File: src/design/tcp_pkg.sv
// Shared constants and types for the timer carrier PWM generator
package tcp_pkg;
   localparam logic [7:0]  OFS_CTRL     = 8'h00;
   localparam logic [7:0]  OFS_PERIOD   = 8'h04;
   localparam logic [7:0]  OFS_DUTY     = 8'h08;
   localparam logic [7:0]  OFS_CARRIER  = 8'h0C;
   localparam logic [7:0]  OFS_STATUS   = 8'h10;
   localparam int          CTRL_RUN     = 0;
   localparam int          CTRL_MODE    = 1;
   localparam int          CTRL_CKS_LO  = 2;
   localparam int          CAR_ACTIVE   = 0;
   localparam int          CAR_STAGING  = 1;
   localparam int          CAR_REMOTE   = 2;
   localparam int          ST_CNT_LO    = 0;
   localparam int          ST_DUTY_LO   = 8;
   localparam int          ST_WAVE      = 16;
   localparam int          ST_CARRIER   = 17;
   localparam int          ST_SEL       = 18;
   localparam logic [7:0]  COUNT_ZERO   = 8'h00;
   localparam logic [7:0]  PERIOD_RST   = 8'hFF;
   localparam logic [7:0]  DUTY_RST     = 8'h00;
   localparam logic [1:0]  DUTY_XFER_CLKS = 2'h3;
   localparam logic [1:0]  ENV_XFER_CLKS  = 2'h2;
   localparam logic [1:0]  HTRANS_NONSEQ  = 2'h2;
   localparam logic [31:0] RDATA_ZERO   = 32'h0000_0000;

   typedef struct packed {
      logic [2:0] count_clock_select;
      logic       carrier_mode;
      logic       timer_run_enable;
   } tcp_cfg_s;

   typedef struct packed {
      logic remote_output_enable;
      logic envelope_level_staging;
   } tcp_car_s;
endpackage

File: src/design/tcp_env_sync.sv
// Envelope event synchroniser and staging-to-active level transfer
`timescale 1ns/1ps
module tcp_env_sync (
   input  wire logic hclk,
   input  wire logic hresetn,
   input  wire logic count_tick,
   input  wire logic envelope_timer_event,
   input  wire logic envelope_level_staging,
   output logic      envelope_sync_pulse,
   output logic      envelope_level_active
);
   logic       event_q;
   logic       event_seen;
   logic       event_rise;
   logic       xfer_busy;
   logic [1:0] xfer_cnt;

   assign event_rise = envelope_timer_event & ~event_q;

   // RULE11 sample event every clock
   always_ff @(posedge hclk or negedge hresetn) begin
      if (!hresetn) begin
         event_q <= 1'b0;
      end else begin
         event_q <= envelope_timer_event;
      end
   end

   // RULE11 hold rise until count clock
   always_ff @(posedge hclk or negedge hresetn) begin
      if (!hresetn) begin
         event_seen <= 1'b0;
      end else if (count_tick) begin
         event_seen <= 1'b0;
      end else if (event_rise) begin
         event_seen <= 1'b1;
      end
   end

   // RULE11 rising edge gives sync pulse
   always_ff @(posedge hclk or negedge hresetn) begin
      if (!hresetn) begin
         envelope_sync_pulse <= 1'b0;
      end else if (count_tick) begin
         envelope_sync_pulse <= event_rise | event_seen;
      end
   end

   // RULE12 copy on second count clock
   always_ff @(posedge hclk or negedge hresetn) begin
      if (!hresetn) begin
         xfer_busy <= 1'b0;
         xfer_cnt  <= 2'h0;
      end else if (count_tick) begin
         if (envelope_sync_pulse && !xfer_busy) begin
            xfer_busy <= 1'b1;
            xfer_cnt  <= 2'h1;
         end else if (xfer_busy) begin
            if (xfer_cnt == tcp_pkg::ENV_XFER_CLKS - 2'h1) begin
               xfer_busy <= 1'b0;
            end
            xfer_cnt <= xfer_cnt + 2'h1;
         end
      end
   end

   // RULE10 active level driven only by transfer
   always_ff @(posedge hclk or negedge hresetn) begin
      if (!hresetn) begin
         envelope_level_active <= 1'b0;
      end else if (count_tick && xfer_busy && xfer_cnt == tcp_pkg::ENV_XFER_CLKS - 2'h1) begin
         envelope_level_active <= envelope_level_staging;
      end
   end
endmodule

File: src/design/tcp_timer.sv
// PWM timer with carrier generator mode and AHB-Lite register slave
// Behaviour
// RULE1: mask first count clock, output default
// RULE2: duty write latched, moved on old match
// RULE3: transfer needs three count clocks after write
// RULE4: period match clears, toggles, raises interrupt
// RULE5: duty match only toggles the wave
// RULE6: stopping returns interrupt and wave default
// RULE7: carrier mode only on instance one
// RULE8: software must not rewrite low width running
// RULE9: carrier pin follows active and remote bits
// RULE10: staging bit writable, active bit read only
// RULE11: envelope event synchronised into sync pulse
// RULE12: copy on second clock after sync
// RULE13: software spaces staging writes two clocks
// RULE14: software rewrites staging in sync handler
// RULE15: carrier counts low then high, swaps
// RULE16: period N+M+2, high phase M+1
// RULE17: software rewrites high width before restart
// RULE18: count clock over six times envelope clock
// RULE19: software keeps widths within 01H..FFH
// RULE20: software sets remote enable before run
// RULE21: pulses begin at next carrier rising edge
// RULE22: high carrier phase never truncated
// RULE23: software keeps remote enable fixed running
// RULE24: 8-bit up-counter, holds zero when stopped
//
// Chosen here: the AHB-Lite slave port and the register addresses.
`timescale 1ns/1ps
module tcp_timer #(
   parameter bit CARRIER_CAPABLE = 1'b1,
   parameter int CNT_W           = 8,
   parameter int PRESC_W         = 7
) (
   input  wire logic        hclk,
   input  wire logic        hresetn,
   input  wire logic        hsel,
   input  wire logic [31:0] haddr,
   input  wire logic [1:0]  htrans,
   input  wire logic        hwrite,
   input  wire logic [2:0]  hsize,
   input  wire logic [31:0] hwdata,
   input  wire logic        hready,
   output logic             hreadyout,
   output logic [31:0]      hrdata,
   output logic             hresp,
   input  wire logic        envelope_timer_event,
   output logic             envelope_sync_pulse,
   output logic             timer_wave_out,
   output logic             carrier_out_pin,
   output logic             compare_match_irq
);
   if (CNT_W != 8) begin : g_chk_w
      $error("CNT_W must be 8");
   end
   if (PRESC_W < 1 || PRESC_W > 7) begin : g_chk_p
      $error("PRESC_W must be 1 to 7");
   end

   typedef enum logic [1:0] {
      TCP_CMP_FIRST  = 2'b01,
      TCP_CMP_SECOND = 2'b10
   } tcp_sel_e;

   tcp_pkg::tcp_cfg_s  cfg;
   tcp_pkg::tcp_car_s  car;
   tcp_sel_e           cmp_sel;
   logic [CNT_W-1:0]   period_compare;
   logic [CNT_W-1:0]   duty_compare;
   logic [CNT_W-1:0]   duty_latch;
   logic               duty_pending;
   logic [1:0]         duty_age;
   logic [CNT_W-1:0]   count;
   logic [PRESC_W-1:0] presc;
   logic               count_tick;
   logic               start_mask;
   logic               wave;
   logic               carrier_gate;
   logic               envelope_level_active;
   logic               run;
   logic               carrier_on;
   logic               match_first;
   logic               match_second;
   logic               duty_xfer;
   logic               wr_pend;
   logic [7:0]         wr_addr;
   logic               rd_pend;
   logic [7:0]         rd_addr;
   logic               addr_take;
   logic               duty_wr;

   function automatic logic [PRESC_W-1:0] presc_mask(input logic [2:0] sel);
      logic [PRESC_W:0] one_hot;
      one_hot    = '0;
      one_hot[0] = 1'b1;
      one_hot    = one_hot << sel;
      return PRESC_W'(one_hot - 1'b1);
   endfunction

   function automatic logic reg_hit(input logic [7:0] a, input logic [7:0] ofs);
      return a == ofs;
   endfunction

   assign run        = cfg.timer_run_enable;
   // RULE7 carrier only where instance allows it
   assign carrier_on = CARRIER_CAPABLE & cfg.carrier_mode;
   assign addr_take  = hsel & hready & htrans[1];
   assign hreadyout  = ~rd_pend;
   assign hresp      = 1'b0;
   assign duty_wr    = wr_pend & reg_hit(wr_addr, tcp_pkg::OFS_DUTY);

   // Bus address phase capture
   always_ff @(posedge hclk or negedge hresetn) begin
      if (!hresetn) begin
         wr_pend <= 1'b0;
         rd_pend <= 1'b0;
         wr_addr <= 8'h00;
         rd_addr <= 8'h00;
      end else begin
         wr_pend <= addr_take & hwrite;
         rd_pend <= addr_take & ~hwrite;
         if (addr_take) begin
            wr_addr <= haddr[7:0];
            rd_addr <= haddr[7:0];
         end
      end
   end

   // Read data registered after one wait state
   always_ff @(posedge hclk or negedge hresetn) begin
      if (!hresetn) begin
         hrdata <= tcp_pkg::RDATA_ZERO;
      end else if (rd_pend) begin
         hrdata <= tcp_pkg::RDATA_ZERO;
         if (reg_hit(rd_addr, tcp_pkg::OFS_CTRL)) begin
            hrdata[tcp_pkg::CTRL_CKS_LO+2:0] <= cfg;
         end else if (reg_hit(rd_addr, tcp_pkg::OFS_PERIOD)) begin
            hrdata[CNT_W-1:0] <= period_compare;
         end else if (reg_hit(rd_addr, tcp_pkg::OFS_DUTY)) begin
            hrdata[CNT_W-1:0] <= duty_latch;
         end else if (reg_hit(rd_addr, tcp_pkg::OFS_CARRIER)) begin
            hrdata[tcp_pkg::CAR_REMOTE:tcp_pkg::CAR_STAGING] <= car;
            hrdata[tcp_pkg::CAR_ACTIVE]                      <= envelope_level_active;
         end else if (reg_hit(rd_addr, tcp_pkg::OFS_STATUS)) begin
            hrdata[tcp_pkg::ST_CNT_LO+CNT_W-1:tcp_pkg::ST_CNT_LO]   <= count;
            hrdata[tcp_pkg::ST_DUTY_LO+CNT_W-1:tcp_pkg::ST_DUTY_LO] <= duty_compare;
            hrdata[tcp_pkg::ST_WAVE]    <= wave;
            hrdata[tcp_pkg::ST_CARRIER] <= carrier_out_pin;
            hrdata[tcp_pkg::ST_SEL]     <= (cmp_sel == TCP_CMP_SECOND);
         end
      end
   end

   // Control and compare registers
   always_ff @(posedge hclk or negedge hresetn) begin
      if (!hresetn) begin
         cfg            <= '0;
         car            <= '0;
         period_compare <= tcp_pkg::PERIOD_RST;
      end else if (wr_pend) begin
         if (reg_hit(wr_addr, tcp_pkg::OFS_CTRL)) begin
            cfg <= hwdata[tcp_pkg::CTRL_CKS_LO+2:0];
         end
         if (reg_hit(wr_addr, tcp_pkg::OFS_PERIOD)) begin
            period_compare <= hwdata[CNT_W-1:0];
         end
         // RULE10 staging bit writable, active not
         if (reg_hit(wr_addr, tcp_pkg::OFS_CARRIER)) begin
            car <= hwdata[tcp_pkg::CAR_REMOTE:tcp_pkg::CAR_STAGING];
         end
      end
   end

   // Count clock prescaler
   always_ff @(posedge hclk or negedge hresetn) begin
      if (!hresetn) begin
         presc <= '0;
      end else begin
         presc <= presc + 1'b1;
      end
   end
   assign count_tick = (presc & presc_mask(cfg.count_clock_select)) ==
                       presc_mask(cfg.count_clock_select);

   assign match_first  = (cmp_sel == TCP_CMP_FIRST) && (count == period_compare);
   assign match_second = (cmp_sel == TCP_CMP_SECOND) && (count == duty_compare);
   // RULE3 transfer only when latch old enough
   assign duty_xfer    = match_second & duty_pending & (duty_age >= tcp_pkg::DUTY_XFER_CLKS);

   // RULE2 duty write held in latch
   always_ff @(posedge hclk or negedge hresetn) begin
      if (!hresetn) begin
         duty_latch   <= tcp_pkg::DUTY_RST;
         duty_pending <= 1'b0;
         duty_age     <= 2'h0;
      end else if (duty_wr) begin
         duty_latch   <= hwdata[CNT_W-1:0];
         duty_pending <= run;
         duty_age     <= 2'h0;
      end else begin
         if (count_tick && run && !start_mask && duty_xfer) begin
            duty_pending <= 1'b0;
         end
         // RULE3 age counted in count clocks
         if (count_tick && duty_age != tcp_pkg::DUTY_XFER_CLKS) begin
            duty_age <= duty_age + 2'h1;
         end
      end
   end

   // RULE2 active duty updated on old match
   always_ff @(posedge hclk or negedge hresetn) begin
      if (!hresetn) begin
         duty_compare <= tcp_pkg::DUTY_RST;
      end else if (duty_wr && !run) begin
         duty_compare <= hwdata[CNT_W-1:0];
      end else if (count_tick && run && !start_mask && duty_xfer) begin
         duty_compare <= duty_latch;
      end
   end

   // RULE1 first count clock masked
   always_ff @(posedge hclk or negedge hresetn) begin
      if (!hresetn) begin
         start_mask <= 1'b1;
      end else if (!run) begin
         start_mask <= 1'b1;
      end else if (count_tick) begin
         start_mask <= 1'b0;
      end
   end

   // RULE24 counter holds zero when stopped
   always_ff @(posedge hclk or negedge hresetn) begin
      if (!hresetn) begin
         count   <= tcp_pkg::COUNT_ZERO;
         cmp_sel <= TCP_CMP_FIRST;
      end else if (!run) begin
         count   <= tcp_pkg::COUNT_ZERO;
         cmp_sel <= TCP_CMP_FIRST;
      end else if (count_tick && !start_mask) begin
         unique case (cmp_sel)
            TCP_CMP_FIRST: begin
               // RULE4 period or low width match clears
               if (match_first) begin
                  count   <= tcp_pkg::COUNT_ZERO;
                  cmp_sel <= TCP_CMP_SECOND;
               end else begin
                  count <= count + 1'b1;
               end
            end
            TCP_CMP_SECOND: begin
               if (match_second) begin
                  cmp_sel <= TCP_CMP_FIRST;
               end
               // RULE15 carrier clears on high width match
               if (match_second && carrier_on) begin
                  count <= tcp_pkg::COUNT_ZERO;
               end else begin
                  // RULE5 duty match does not clear
                  count <= count + 1'b1;
               end
            end
            default: begin
               count   <= tcp_pkg::COUNT_ZERO;
               cmp_sel <= TCP_CMP_FIRST;
            end
         endcase
      end
   end

   // RULE6 stop returns wave to default
   always_ff @(posedge hclk or negedge hresetn) begin
      if (!hresetn) begin
         wave <= 1'b0;
      end else if (!run) begin
         wave <= 1'b0;
      end else if (count_tick && !start_mask && (match_first || match_second)) begin
         // RULE16 carrier toggles give N+1 low, M+1 high; PWM mode gives M+1 high, N-M low
         wave <= ~wave;
      end
   end

   // RULE6 stop returns interrupt to default
   always_ff @(posedge hclk or negedge hresetn) begin
      if (!hresetn) begin
         compare_match_irq <= 1'b0;
      end else if (!run) begin
         compare_match_irq <= 1'b0;
      end else begin
         // RULE4 interrupt on period match
         // RULE15 carrier interrupts on every match
         compare_match_irq <= count_tick && !start_mask &&
                              (match_first || (match_second && carrier_on));
      end
   end

   // RULE21 gate opens at carrier rising edge
   always_ff @(posedge hclk or negedge hresetn) begin
      if (!hresetn) begin
         carrier_gate <= 1'b0;
      end else if (!run || !carrier_on) begin
         carrier_gate <= 1'b0;
      end else if (count_tick && !start_mask && (match_first || match_second)) begin
         if (!wave) begin
            carrier_gate <= envelope_level_active;
         end else begin
            // RULE22 gate closes only at high phase end
            carrier_gate <= carrier_gate & envelope_level_active;
         end
      end
   end

   // PWM wave pin
   always_ff @(posedge hclk or negedge hresetn) begin
      if (!hresetn) begin
         timer_wave_out <= 1'b0;
      end else begin
         timer_wave_out <= wave & ~carrier_on;
      end
   end

   // RULE9 carrier pin from active level and remote enable
   always_ff @(posedge hclk or negedge hresetn) begin
      if (!hresetn) begin
         carrier_out_pin <= 1'b0;
      end else if (!carrier_on) begin
         carrier_out_pin <= 1'b0;
      end else if (car.remote_output_enable) begin
         carrier_out_pin <= carrier_gate & wave;
      end else begin
         carrier_out_pin <= envelope_level_active;
      end
   end

   // RULE11 envelope synchroniser and level transfer
   tcp_env_sync u_env_sync (
      .hclk                   (hclk),
      .hresetn                (hresetn),
      .count_tick             (count_tick),
      .envelope_timer_event   (envelope_timer_event),
      .envelope_level_staging (car.envelope_level_staging),
      .envelope_sync_pulse    (envelope_sync_pulse),
      .envelope_level_active  (envelope_level_active)
   );
endmodule

File: config.mk
export PLATFORM = sky130hd
export DESIGN_NAME = tcp_timer
export DESIGN_NICKNAME = d
export VERILOG_FILES = /design/src/design/tcp_pkg.sv /design/src/design/tcp_env_sync.sv /design/src/design/tcp_timer.sv
export SDC_FILE = /design/constraint.sdc
export NUM_CORES = 1
export LEC_CHECK = 0
export ABC_AREA = 1
export BUFFER_PORTS_ARGS = -buffer_cell sky130_fd_sc_hd__buf_2
export CAP_MARGIN = 25
export CORE_UTILIZATION = 45
export DETAILED_ROUTE_END_ITERATION = 10
export PLACE_DENSITY = 0.65
export SKIP_LAST_GASP = 1
export SLEW_MARGIN = 30
export SYNTH_ARGS = -nofsm -noshare
export SYNTH_HDL_FRONTEND = slang
export SYNTH_SLANG_ARGS = --single-unit
File: constraint.sdc
create_clock -name hclk -period 3.6 [get_ports hclk]
set_clock_uncertainty 0.1 [all_clocks]
set_input_delay 0.18 -clock hclk [delete_from_list [all_inputs] [get_ports hclk]]
set_output_delay 0.18 -clock hclk [all_outputs]
set_load 0.02 [all_outputs]
==> results.json <==
{
  "syn_area_per_cell_um2": 8.08,
  "dieArea_um2": 11200,
  "rr_endpoint": "count[0]$_DFFE_PN0P_",
  "final_cell_mix": "nand2_1, dfrtp_1, inv_1",
  "rsz0062_at_grt": "false",
  "crit_chain": "inv_2 -> nand3_1 -> ha_1 -> inv_1 -> nand4_1 -> nand2_1 -> nand2_1 -> nand2_2 -> nor2_4 -> nand2_1 -> nand2_1 -> inv_1 -> nand2_1 -> nand2_1",
  "ir_drop_v": 0.000185,
  "cts.sinks": 93,
  "clk_latency_ns": 0.37,
  "wl_mm": 11.3,
  "drv_slew": 0,
  "outcome": "completed",
  "die_width_um": 106,
  "report.final.setup_viol": 0,
  "drt_pass1_iterations": 4,
  "cp-startpoint": "cfg[4]$_DFFE_PN0P_",
  "min_period_over_period_pct": 68.7,
  "antenna_cells": 0,
  "ys_types": 39,
  "seqCellArea_um2": 2340,
  "num-fill-cells": 1034,
  "worstSetupEndpointType": "register",
  "synth_warnings": 0,
  "placedCellCount": 769,
  "power_density_nw_per_um2": 366,
  "ant_nets": 0,
  "cts_made_buffers": 9,
  "track_usage_pct": 21.7,
  "rr_worst_depth": 14,
  "min-delay-start": "hwdata[1]",
  "drt_iter0_drc": 281,
  "post_cts_resized": 0,
  "tightest_slew_ns": 0.685,
  "whs_endpoint": "period_compare[1]$_DFFE_PN1P_",
  "ctsHoldBuffers": 15,
  "grt_pass1_vias": 3865,
  "cp.arrival_ns": 2.63,
  "cts_tree": "built",
  "grt_pass1_wl_mm": 18.7,
  "clk_pin_slew_ns": 0.10,
  "clock_path_buffers": 2,
  "htree_levels": 3,
  "ys_ff_latch": 93,
  "vias_per_cell": 5.08,
  "fp-row-count": 37,
  "synth_area_um2": 4840,
  "drc": 0,
  "required_ns": 3.76,
  "place_area_um2": 5130,
  "drv_cap": 0,
  "final_core_util_pct": 53.0,
  "finalHoldViolations": 0,
  "cpPeakStageDelay_ns": 0.56,
  "r2r_slack_ns": 1.13,
  "synthCells": 599,
  "dieHeight_um": 106,
  "setup-tns-final_ns": 0,
  "drive_gt1_share_pct": 15.8,
  "crit_family": "simple AND/OR/NAND/NOR gates",
  "fin_nets": 741,
  "io_pins": 113,
  "initial_core_util_pct": 46.6,
  "whs_path_depth": 3,
  "vias": 4061,
  "place_congestion": 0.901,
  "max_slew_margin_pct": 54.2,
  "critPathKind": "reg -> reg",
  "layout_commonest_cell": "nand2_1",
  "portBuffers": 46,
  "fmax_ghz": 0.404,
  "cts_setup_buffers": 0,
  "dpl.hpwl_mm": 8.39,
  "p_leak_nw": 2.87,
  "r2r-start": "cfg[4]$_DFFE_PN0P_",
  "hold_class": "in -> reg",
  "critPathLaunchType": "register",
  "worst-path-stages": 14,
  "fin_area_um2": 5500,
  "fp.coreArea_um2": 10400,
  "critPathMaxFanout": 10,
  "area_growth_pct": 13.7,
  "gr-total-overflow": 0,
  "antenna_found_initial": 0,
  "multi_input_comb_area_um2": 2110,
  "critPathBufInv": 3,
  "synth-seq-area-share_pct": 48.4,
  "routedWlPerCell_um": 14.1,
  "path_common_cell": "nand2_1",
  "grt_max_degree": 37,
  "slowest_stage": "dfrtp_1",
  "instances_no_fill": 800,
  "period_minus_slack_ns": 2.47,
  "clockRootBuffer": "clkbuf_8"
}
cell usage after synthesis (all sizes together):
cell,number,area (µm²)
nand2,185,717
dfrtp,83,2080
inv,67,251
o21ai,56,284
nor2,51,226
nand3,35,195
a21oi,20,100
buf,18,144
xor2,14,123
dfstp,10,263
clkbuf,9,33.8
nor3,9,67.6
o31ai,9,67.6
ha,7,87.6
nand4,7,50.1
nand3b,4,30.0
mux2,3,33.8
o211ai,3,22.5
a211oi,1,7.51
clkinv,1,3.75
conb,1,3.75
nor2b,1,6.26
nor3b,1,7.51
o2111ai,1,8.76
o21bai,1,11.3
o22ai,1,6.26
xnor2,1,8.76
metrics by stage:
step | worst slack, ns | total power [mW] | hold slack (ns)
after floorplan | 1.58 | 1.20 | -0.216
after global placement | 1.22 | 1.24 | 0.00935
after detailed placement | 1.15 | 1.24 | 0.0124
after CTS | 1.13 | 2.04 | 0.0135
after global routing | 0.902 | 2.10 | 0.0564
final | 1.13 | 2.01 | 0.0365
how the worst max path moves through the flow:
stage | end | slack [ns]
after floorplan | duty_compare[0]$_DFFE_PN0P_ | 1.58
after global placement | duty_compare[0]$_DFFE_PN0P_ | 1.22
after detailed placement | duty_compare[0]$_DFFE_PN0P_ | 1.15
after CTS | duty_compare[0]$_DFFE_PN0P_ | 1.13
after global routing | duty_compare[4]$_DFFE_PN0P_ | 0.90
final | count[0]$_DFFE_PN0P_ | 1.13
layer usage:
layer / routed length [µm] / GRT usage (%) / up-vias / share of wire [%]
met5: 0 / 0 / - / 0
met4: 134 / 8.63 / 0 / 1.2
met3: 611 / 4.45 / 16 / 5.4
met2: 4990 / 33.1 / 119 / 44
met1: 5530 / 30.0 / 1916 / 49
li1: - / - / 2010 / -
kinds of logic (layout without fill, tap and decap cells):
| kind of cell | after synthesis | in the layout | share of synthesized area, % |
|---|---|---|---|
| AND/OR/NAND/NOR | 293 | 293 | 26.9 |
| buffers and inverters | 95 | 147 | 8.95 |
| flip-flops | 93 | 93 | 48.4 |
| AO/OA/AOI/OAI | 92 | 92 | 10.5 |
| XOR/XNOR | 15 | 15 | 2.72 |
| adder cells (fa/ha/maj) | 7 | 7 | 1.81 |
| multiplexers | 3 | 3 | 0.698 |
| other | 1 | 14 | 0.0775 |
final cells by class:
type | count | area share [%]
Clock buffer | 9 | 2.25
Tap cell | 136 | 3.09
Clock inverter | 7 | 1.80
Multi-Input combinational cell | 424 | 38.4
Sequential cell | 93 | 42.5
Inverter | 68 | 4.64
Timing Repair Buffer | 63 | 7.24
registers in the layout (all words and copies together), names as in the netlist, 2 cells and up:
| register | count |
|---|---|
| presc | 7 |
| period_compare | 8 |
| duty_compare | 8 |
| cmp_sel | 2 |
| car | 2 |
| u_env_sync.xfer_cnt | 2 |
| rd_addr | 8 |
| duty_latch | 8 |
| count | 8 |
| duty_age | 2 |
| cfg | 3 |
| hrdata | 19 |
where the power goes:
part / total [mW] / internal (mW) / switching (mW)
sequential: 1.09 / 1.07 / 0.0184
combinational: 0.143 / 0.0467 / 0.0965
clock: 0.777 / 0.394 / 0.382
total: 2.01 / 1.51 / 0.497
worst reg2reg max path: stages, from the launching register on:
cell and delay (ns):
dfrtp_1 0.56, inv_2 0.11, nand3_1 0.10, ha_1 0.25
inv_1 0.09, nand4_1 0.09, nand2_1 0.07, nand2_1 0.08
nand2_2 0.07, nor2_4 0.23, nand2_1 0.13, nand2_1 0.19
inv_1 0.16, nand2_1 0.10, nand2_1 0.06
Power figures use the tool's default switching activity.
